`config.mk`:
```
export PLATFORM = sky130hd
export DESIGN_NAME = tbx_exec
export DESIGN_NICKNAME = d
export VERILOG_FILES = /design/src/rtl/tbx_pkg.sv /design/src/rtl/tbx_mem_if.sv /design/src/rtl/tbx_exec.sv /design/src/rtl/tbx_mem_port.sv
export SDC_FILE = /design/constraint.sdc
export NUM_CORES = 1
export LEC_CHECK = 0
export BUFFER_PORTS_ARGS = -buffer_cell sky130_fd_sc_hd__buf_2
export CELL_PAD_IN_SITES_DETAIL_PLACEMENT = 1
export CELL_PAD_IN_SITES_GLOBAL_PLACEMENT = 1
export CORE_MARGIN = 4
export CORE_UTILIZATION = 30
export CTS_CLUSTER_DIAMETER = 120
export DETAILED_ROUTE_END_ITERATION = 8
export PLACE_DENSITY_LB_ADDON = 0.1
export SLEW_MARGIN = 5
export SYNTH_ARGS = -nofsm -noshare
export SYNTH_HDL_FRONTEND = slang
export SYNTH_HIERARCHICAL = 1
export SYNTH_SLANG_ARGS = --single-unit
```
`constraint.sdc`:
```
create_clock -name CLK_IN -period 6.7 [get_ports CLK_IN]
set_input_delay 0.335 -clock CLK_IN [delete_from_list [all_inputs] [get_ports CLK_IN]]
set_output_delay 0.335 -clock CLK_IN [all_outputs]
set_load 0.05 [all_outputs]
```
`src/rtl/tbx_pkg.sv`:
```
// Purpose: shared constants and types for the table branch execution block
// Assumes: 32-bit addresses, 16-bit instruction halfwords
// Notes:   register numbers follow the usual core numbering
package tbx_pkg;
    localparam int          ADDR_W        = 32;
    localparam int          REG_W         = 4;
    localparam logic [3:0]  REG_SP        = 4'hd;
    localparam logic [3:0]  REG_PC        = 4'hf;
    localparam logic [31:0] INSN_LEN      = 32'h0000_0004;
    localparam logic [31:0] ADDR_RESET    = 32'h0000_0000;
    localparam logic [15:0] ENTRY_RESET   = 16'h0000;

    typedef enum logic [1:0] {
        TBX_OK,
        TBX_BAD_REG,
        TBX_BAD_IT,
        TBX_NO_FPU
    } tbx_fault_t;
endpackage : tbx_pkg

```
`src/rtl/tbx_mem_if.sv`:
```
// Purpose: table entry read channel between the sequencer and the fetch port
// Assumes: one outstanding read at a time
// Notes:   valid/ready handshake on request, valid only on response
`timescale 1ns/1ps
`default_nettype none
interface tbx_mem_if;
    import tbx_pkg::*;
    logic              req_valid;
    logic              req_ready;
    logic [ADDR_W-1:0] req_addr;
    logic              req_half;
    logic              rsp_valid;
    logic [15:0]       rsp_data;

    modport seq  (output req_valid, req_addr, req_half, input req_ready, rsp_valid, rsp_data);
    modport port (input req_valid, req_addr, req_half, output req_ready, rsp_valid, rsp_data);
endinterface : tbx_mem_if
`default_nettype wire

```
`src/rtl/tbx_exec.sv`:
```
// Purpose: executes byte-table and halfword-table branches, gates fpu instructions
// Assumes: decoder presents one instruction per START pulse, memory acks later
// Notes:   one branch in flight; START is ignored while BUSY is high
//          fault causes hold until the next fault, the pulse lasts as long as the fault condition holds
`timescale 1ns/1ps
`default_nettype none
module tbx_exec (
    input  wire logic                         CLK_IN,
    input  wire logic                         ARST_N_IN,
    input  wire logic                         START_IN,
    input  wire logic                         HALF_IN,
    input  wire logic [tbx_pkg::ADDR_W-1:0]   INSN_ADDR_IN,
    input  wire logic [tbx_pkg::REG_W-1:0]    BASE_SEL_IN,
    input  wire logic [tbx_pkg::REG_W-1:0]    INDEX_SEL_IN,
    input  wire logic [tbx_pkg::ADDR_W-1:0]   BASE_VAL_IN,
    input  wire logic [tbx_pkg::ADDR_W-1:0]   INDEX_VAL_IN,
    input  wire logic                         IN_IT_BLOCK_IN,
    input  wire logic                         IT_LAST_IN,
    input  wire logic                         FP_INSN_IN,
    input  wire logic                         FPU_PRESENT_IN,
    input  wire logic                         FPU_ENABLE_IN,
    output logic                              FP_ACCEPT_OUT,
    output logic                              FP_REJECT_OUT,
    output logic                              MEM_REQ_OUT,
    output logic [tbx_pkg::ADDR_W-1:0]        MEM_ADDR_OUT,
    output logic                              MEM_HALF_OUT,
    input  wire logic                         MEM_ACK_IN,
    input  wire logic [15:0]                  MEM_RDATA_IN,
    output logic                              BUSY_OUT,
    output logic                              REDIRECT_OUT,
    output logic [tbx_pkg::ADDR_W-1:0]        TARGET_OUT,
    output logic                              FAULT_OUT,
    output tbx_pkg::tbx_fault_t               FAULT_CODE_OUT
);
    import tbx_pkg::*;

    typedef enum logic [1:0] {
        ST_IDLE,
        ST_REQ,
        ST_WAIT
    } tbx_state_t;

    tbx_mem_if mif ();

    tbx_state_t        state_r;
    logic [ADDR_W-1:0] next_pc_r;
    logic [ADDR_W-1:0] tab_addr_r;
    logic              half_r;
    logic              pin_fpp_s1_r;
    logic              pin_fpp_r;
    logic              pin_fpe_s1_r;
    logic              pin_fpe_r;
    logic [ADDR_W-1:0] next_pc;
    logic [ADDR_W-1:0] base_eff;
    logic [ADDR_W-1:0] index_eff;
    logic              bad_reg;
    logic              bad_it;

    // decoded strobes shared by several processes
    logic              take_start;
    logic              entry_done;
    logic              fpu_ok;
    logic              fault_any;
    tbx_fault_t        fault_kind;

    function automatic logic [ADDR_W-1:0] entry_offset(input logic [15:0] entry);
        // unsigned entry doubled keeps the target halfword aligned
        entry_offset = {15'h0000, entry, 1'b0};
    endfunction : entry_offset

    assign next_pc   = INSN_ADDR_IN + INSN_LEN;
    assign base_eff  = (BASE_SEL_IN == REG_PC) ? next_pc : BASE_VAL_IN;
    assign index_eff = HALF_IN ? {INDEX_VAL_IN[ADDR_W-2:0], 1'b0} : INDEX_VAL_IN;
    // illegal operands are caught rather than trusted, so a bad table walk never issues
    assign bad_reg   = (BASE_SEL_IN == REG_SP) || (INDEX_SEL_IN == REG_SP)
                     || (INDEX_SEL_IN == REG_PC);
    assign bad_it    = IN_IT_BLOCK_IN && !IT_LAST_IN;

    // fpu straps may come from another domain, so they are synchronised
    always_ff @(posedge CLK_IN or negedge ARST_N_IN) begin
        if (!ARST_N_IN) begin
            pin_fpp_s1_r <= 1'b0;
            pin_fpp_r    <= 1'b0;
            pin_fpe_s1_r <= 1'b0;
            pin_fpe_r    <= 1'b0;
        end else begin
            pin_fpp_s1_r <= FPU_PRESENT_IN;
            pin_fpp_r    <= pin_fpp_s1_r;
            pin_fpe_s1_r <= FPU_ENABLE_IN;
            pin_fpe_r    <= pin_fpe_s1_r;
        end
    end

    // straps are read only behind both sync stages; a half-set pair reads as no fpu
    assign fpu_ok        = pin_fpp_r && pin_fpe_r;
    assign FP_ACCEPT_OUT = FP_INSN_IN && fpu_ok;
    assign FP_REJECT_OUT = FP_INSN_IN && !fpu_ok;

    // a start is looked at only in idle; one held into the busy cycles is dropped
    assign take_start = (state_r == ST_IDLE) && START_IN && !bad_reg && !bad_it;
    assign entry_done = (state_r == ST_WAIT) && mif.rsp_valid;

    always_ff @(posedge CLK_IN or negedge ARST_N_IN) begin
        if (!ARST_N_IN) begin
            state_r <= ST_IDLE;
        end else begin
            case (state_r)
                ST_IDLE: begin
                    if (take_start) begin
                        state_r <= ST_REQ;
                    end
                end
                ST_REQ: begin
                    // the port takes one read at a time; ready drops while it is out
                    if (mif.req_ready) begin
                        state_r <= ST_WAIT;
                    end
                end
                ST_WAIT: begin
                    // entry and valid arrive together, one cycle after the ack
                    if (entry_done) begin
                        state_r <= ST_IDLE;
                    end
                end
                default: begin
                    state_r <= ST_IDLE;
                end
            endcase
        end
    end

    // operands are frozen at the start so the decoder may move on during the read
    always_ff @(posedge CLK_IN or negedge ARST_N_IN) begin
        if (!ARST_N_IN) begin
            next_pc_r  <= ADDR_RESET;
            tab_addr_r <= ADDR_RESET;
            half_r     <= 1'b0;
        end else if (take_start) begin
            next_pc_r  <= next_pc;
            tab_addr_r <= base_eff + index_eff;
            half_r     <= HALF_IN;
        end
    end

    assign mif.req_valid = (state_r == ST_REQ);
    assign mif.req_addr  = tab_addr_r;
    assign mif.req_half  = half_r;
    assign BUSY_OUT      = (state_r != ST_IDLE);

    // redirect only after the entry returns, never speculatively
    always_ff @(posedge CLK_IN or negedge ARST_N_IN) begin
        if (!ARST_N_IN) begin
            REDIRECT_OUT <= 1'b0;
        end else begin
            REDIRECT_OUT <= entry_done;
        end
    end

    // target holds between branches, so a slow fetch unit may still pick it up
    always_ff @(posedge CLK_IN or negedge ARST_N_IN) begin
        if (!ARST_N_IN) begin
            TARGET_OUT <= ADDR_RESET;
        end else if (entry_done) begin
            TARGET_OUT <= next_pc_r + entry_offset(mif.rsp_data);
        end
    end

    // fpu refusal outranks operand faults; it needs no table state
    always_comb begin
        fault_any  = 1'b1;
        fault_kind = TBX_OK;
        if (FP_INSN_IN && !fpu_ok) begin
            fault_kind = TBX_NO_FPU;
        end else if ((state_r == ST_IDLE) && START_IN && bad_reg) begin
            fault_kind = TBX_BAD_REG;
        end else if ((state_r == ST_IDLE) && START_IN && bad_it) begin
            fault_kind = TBX_BAD_IT;
        end else begin
            fault_any = 1'b0;
        end
    end

    always_ff @(posedge CLK_IN or negedge ARST_N_IN) begin
        if (!ARST_N_IN) begin
            FAULT_OUT <= 1'b0;
        end else begin
            FAULT_OUT <= fault_any;
        end
    end

    // the cause holds after the pulse so it can be read late
    always_ff @(posedge CLK_IN or negedge ARST_N_IN) begin
        if (!ARST_N_IN) begin
            FAULT_CODE_OUT <= TBX_OK;
        end else if (fault_any) begin
            FAULT_CODE_OUT <= fault_kind;
        end
    end

    // the port owns the memory pins, so the sequencer never sees a half-registered request
    tbx_mem_port u_port (
        .clk       (CLK_IN),
        .arst_n    (ARST_N_IN),
        .mif       (mif),
        .mem_req   (MEM_REQ_OUT),
        .mem_addr  (MEM_ADDR_OUT),
        .mem_half  (MEM_HALF_OUT),
        .mem_ack   (MEM_ACK_IN),
        .mem_rdata (MEM_RDATA_IN)
    );
endmodule : tbx_exec
`default_nettype wire

```
`src/rtl/tbx_mem_port.sv`:
```
// Purpose: registers the table fetch onto the memory pins and extracts the entry
// Assumes: memory answers with a one-cycle valid pulse, data in low bits
// Notes:   byte entries are zero extended here
`timescale 1ns/1ps
`default_nettype none
module tbx_mem_port (
    input  wire logic        clk,
    input  wire logic        arst_n,
    tbx_mem_if.port          mif,
    output logic             mem_req,
    output logic [31:0]      mem_addr,
    output logic             mem_half,
    input  wire logic        mem_ack,
    input  wire logic [15:0] mem_rdata
);
    import tbx_pkg::*;
    logic busy_r;
    logic half_r;

    assign mif.req_ready = !busy_r;

    always_ff @(posedge clk or negedge arst_n) begin
        if (!arst_n) begin
            busy_r   <= 1'b0;
            mem_req  <= 1'b0;
            mem_addr <= ADDR_RESET;
            mem_half <= 1'b0;
            half_r   <= 1'b0;
        end else if (mif.req_valid && !busy_r) begin
            busy_r   <= 1'b1;
            mem_req  <= 1'b1;
            mem_addr <= mif.req_addr;
            mem_half <= mif.req_half;
            half_r   <= mif.req_half;
        end else if (busy_r && mem_ack) begin
            busy_r   <= 1'b0;
            mem_req  <= 1'b0;
        end
    end

    always_ff @(posedge clk or negedge arst_n) begin
        if (!arst_n) begin
            mif.rsp_valid <= 1'b0;
            mif.rsp_data  <= ENTRY_RESET;
        end else begin
            mif.rsp_valid <= busy_r && mem_ack;
            // unsigned entry: no sign extension for either width
            mif.rsp_data  <= half_r ? mem_rdata : {8'h00, mem_rdata[7:0]};
        end
    end
endmodule : tbx_mem_port
`default_nettype wire

```
==> flow_metrics.env <==
export IMPL_cts_tree="yes"
export IMPL_h_tree_depth=4
export IMPL_yosysSeqAreaShare=0.415
export IMPL_grt_start_max_net_pins=95
export IMPL_rsz0062_at_grt="no"
export IMPL_synth_seq_cells=158
export IMPL_critPathArrivalTime_ps=3920
export IMPL_rows=64
export IMPL_clock_root_buffer="clkbuf_16"
export IMPL_max_slew_margin=0.408
export IMPL_layout_nets=1365
export IMPL_fin_skew_ps=13.8
export IMPL_timing_rr_end="TARGET_OUT[31]$_DFFE_PN0P_"
export IMPL_grt_antenna_before_repair=7
export IMPL_drc_errors=0
export IMPL_finalSetupViolCount=0
export IMPL_post_route_min_period_ps=3560
export IMPL_synth_flop_cell="dfrtp_1"
export IMPL_cts_buffers=17
export IMPL_finalPower_w=0.00498
export IMPL_synth_fp_nets=1170
export IMPL_hold_viol=24
export IMPL_maxSlewViolCount=0
export IMPL_dieArea_mm2=0.0346
export IMPL_holdWs_ps=-18.8
export IMPL_r2r_setup_slack_ps=3710
export IMPL_worstSetupStartpointType="input port"
export IMPL_hp_class="input port to async pin"
export IMPL_track_usage=0.167
export IMPL_outcome="finished with violations"
export IMPL_drt_wl_total_um=28200
export IMPL_seqCellArea_mm2=0.00395
export IMPL_synth_top_cell_area_share=0.415
export IMPL_power_density_mw_per_mm2=428
export IMPL_cp_end_kind="flip-flop"
export IMPL_multi_input_area_mm2=0.00528
export IMPL_yosysTopAreaCell="dfrtp_1"
export IMPL_crit_start="INSN_ADDR_IN[2]"
export IMPL_crit_end="mif.req_addr[29]$_DFFE_PN0P_"
export IMPL_num_fill_cells=3604
export IMPL_ys_async_sr_fraction=1.00
export IMPL_dp_hpwl_um=22000
export IMPL_crit_type="input port to flip-flop"
export IMPL_setup_tns_ps=0
export IMPL_synthesis_area_mm2=0.00952
export IMPL_dr_first_iter_drc_count=337
export IMPL_coreArea_mm2=0.0309
export IMPL_clkSlewWorstSetupHoldPaths_ps=70
export IMPL_grt_pass1_wl_um=44900
export IMPL_die_height_um=186
export IMPL_yosysWarnings=6
export IMPL_clock_sinks=158
export IMPL_start_util=0.308
export IMPL_antenna_left=0
export IMPL_fmax_mhz=281
export IMPL_gr_total_overflow=0
export IMPL_insertion_delay_ps=460
export IMPL_critical_path_required_ps=7050
export IMPL_drive_gt1_frac=0.274
export IMPL_synth_edf_count=0
export IMPL_netlist_top_cells_area="dfrtp_1 (42%), o21ai_0 (6.7%), ha_1 (6.3%), nand2_1 (6.2%), mux2_2 (5.1%)"
export IMPL_area_delta_synth_final_pct=22.3
export IMPL_wl_per_cell_um=17.7
export IMPL_synth_cell_type_count=63
export IMPL_first_global_vias=8092
export IMPL_critPathMaxFanout=8
export IMPL_vias=7687
export IMPL_worst_pin_slew_ps=888
export IMPL_port_buffers=201
export IMPL_die_width_um=186
export IMPL_maxCapViolCount=0
export IMPL_ir_drop_mv=0.258
export IMPL_syn_instance_count=990
export IMPL_fin_crit_sh=0.532
export IMPL_ioPinCount=203
export IMPL_crit_reg2reg_launch="next_pc_r[1]$_DFFE_PN0P_"
export IMPL_r2r_cells=11
export IMPL_first_pass_iters=4
export IMPL_cts_buffer_depth=2
export IMPL_avgSynthCellArea_um2=9.61
export IMPL_gp_congestion=0.842
export IMPL_cts_resized=0
export IMPL_violations="negative hold slack"
export IMPL_fin_util=0.377
export IMPL_p_leak_nw=5.57
export IMPL_viasPerCell=4.81
## cell usage after synthesis, types with 11 or more instances
library cell    n
a21o_1         19
a21oi_1        41
and2_1         15
clkbuf_1       35
dfrtp_1       158
ha_1           48
inv_1          23
mux2_2         43
mux2_4         30
nand2_1       158
nand3_1        22
nand4_1        16
nor2_1         40
nor3_1         11
o21ai_0       128
xnor2_1        33
xor2_1         50
## placed cells by master (no fill, tap or decap), types with 4 or more instances in the layout
| master | count |
|---|---|
| buf_2 | 200 |
| nand3_1 | 22 |
| nor3_1 | 11 |
| o21a_1 | 7 |
| buf_4 | 5 |
| nand4_1 | 16 |
| ha_1 | 48 |
| mux2_2 | 43 |
| nor2_1 | 40 |
| o31ai_1 | 5 |
| bufinv_16 | 5 |
| dfrtp_1 | 158 |
| mux2_4 | 30 |
| inv_1 | 23 |
| inv_6 | 5 |
| nor2b_1 | 4 |
| o21ai_1 | 5 |
| dlygate4sd3_1 | 10 |
| xor2_1 | 50 |
| o211ai_1 | 8 |
| a21o_1 | 19 |
| nand2_1 | 157 |
| o21bai_1 | 10 |
| and2_1 | 15 |
| clkbuf_16 | 17 |
| a21oi_1 | 41 |
| and4_1 | 4 |
| o21ai_0 | 128 |
| xnor2_1 | 33 |
| a211oi_1 | 6 |
| a31oi_1 | 10 |
| and3_1 | 9 |
## critical path: stages
cell and delay [ps]:
buf_2 160, ha_1 270, nand4_2 190, or3_4 400, nor2_4 150, xnor2_1 160
o21ai_0 170, ha_1 470, a211oi_1 360, o21ai_0 140, a21oi_1 250, nand2_1 80
o211ai_1 280, a21boi_1 140, o21a_1 180, o31ai_1 170
## per-layer routing
layer | track usage | up-vias | routed length, µm
met5 | 0 | - | 55
met4 | 0.0612 | 8 | 635
met3 | 0.0356 | 37 | 870
met2 | 0.263 | 119 | 13000
met1 | 0.228 | 3634 | 13700
li1 | - | 3889 | -
## final cells by class
class                      instances  area share
clock buffer                      18      0.0377
antenna                            3    0.000645
inverter                          23     0.00742
sequential                       158       0.340
timing repair buffer             216      0.0988
clock inverter                    14      0.0196
multi-input combinational        769       0.454
tap                              396      0.0426
## repair_timing
item                                   CTS  global route
buffers inserted                         0             0
setup endpoints to repair                0             0
endpoints found under the hold margin   10             0
hold buffers                            10             0
## cell families (layout without fill, tap and decap cells)
kind of cell	after synthesis	count (layout)	share of synthesized area
muxes	75	75	0.100
buffers and inverters	63	271	0.0308
other	0	3	0
DFF	158	158	0.415
and+or+nand+nor	301	301	0.148
xor gates and xnor gates	83	83	0.0764
adders and majority gates	50	50	0.0673
AOI/OAI and AO/OA	260	260	0.161
## metrics by stage
step	hold slack (ps)	cell area, µm²	setup slack [ps]	cells
after floorplan	39.4	9520	3420	990
after global placement	334	10900	2700	1552
after detailed placement	338	10900	2650	1552
after CTS	7.63	11600	3140	1594
after global routing	50.8	11600	2830	1597
final	-18.8	11600	3140	1597
## power breakdown
| group | leakage, nW | internal (W) | switching, W |
|---|---|---|---|
| Sequential | 1.96 | 0.00135 | 0.000245 |
| Clock | 0.328 | 0.000680 | 0.000440 |
| Combinational | 3.28 | 0.000780 | 0.00149 |
| Total | 5.57 | 0.00281 | 0.00217 |
## worst min-delay path by stage
stage               cells after the start                             to                    from  slack (ps)
CTS                                     1      TARGET_OUT[2]$_DFFE_PN0P_               ARST_N_IN           8
global route                            1      TARGET_OUT[2]$_DFFE_PN0P_               ARST_N_IN          50
floorplan                               0  FAULT_CODE_OUT[0]$_DFFE_PN0P_               ARST_N_IN          40
finish                                  1      TARGET_OUT[2]$_DFFE_PN0P_               ARST_N_IN         -20
global placement                        0            pin_fpe_r$_DFF_PN0_  pin_fpe_s1_r$_DFF_PN0_         330
detailed placement                      0            pin_fpp_r$_DFF_PN0_  pin_fpp_s1_r$_DFF_PN0_         340
## registers in the layout, summed over array words and instances (netlist names)
register / cells
pin_fpp_s1_r: 1
state_r: 2
u_port/mif.rsp_valid: 1
pin_fpp_r: 1
u_port/mem_addr: 32
u_port/half_r: 1
FAULT_OUT: 1
u_port/busy_r: 1
next_pc_r: 32
pin_fpe_r: 1
mif.req_addr: 32
REDIRECT_OUT: 1
TARGET_OUT: 32
half_r: 1
u_port/mif.rsp_data: 16
pin_fpe_s1_r: 1
FAULT_CODE_OUT: 2
Note: power is estimated with default switching activity, not from simulation.
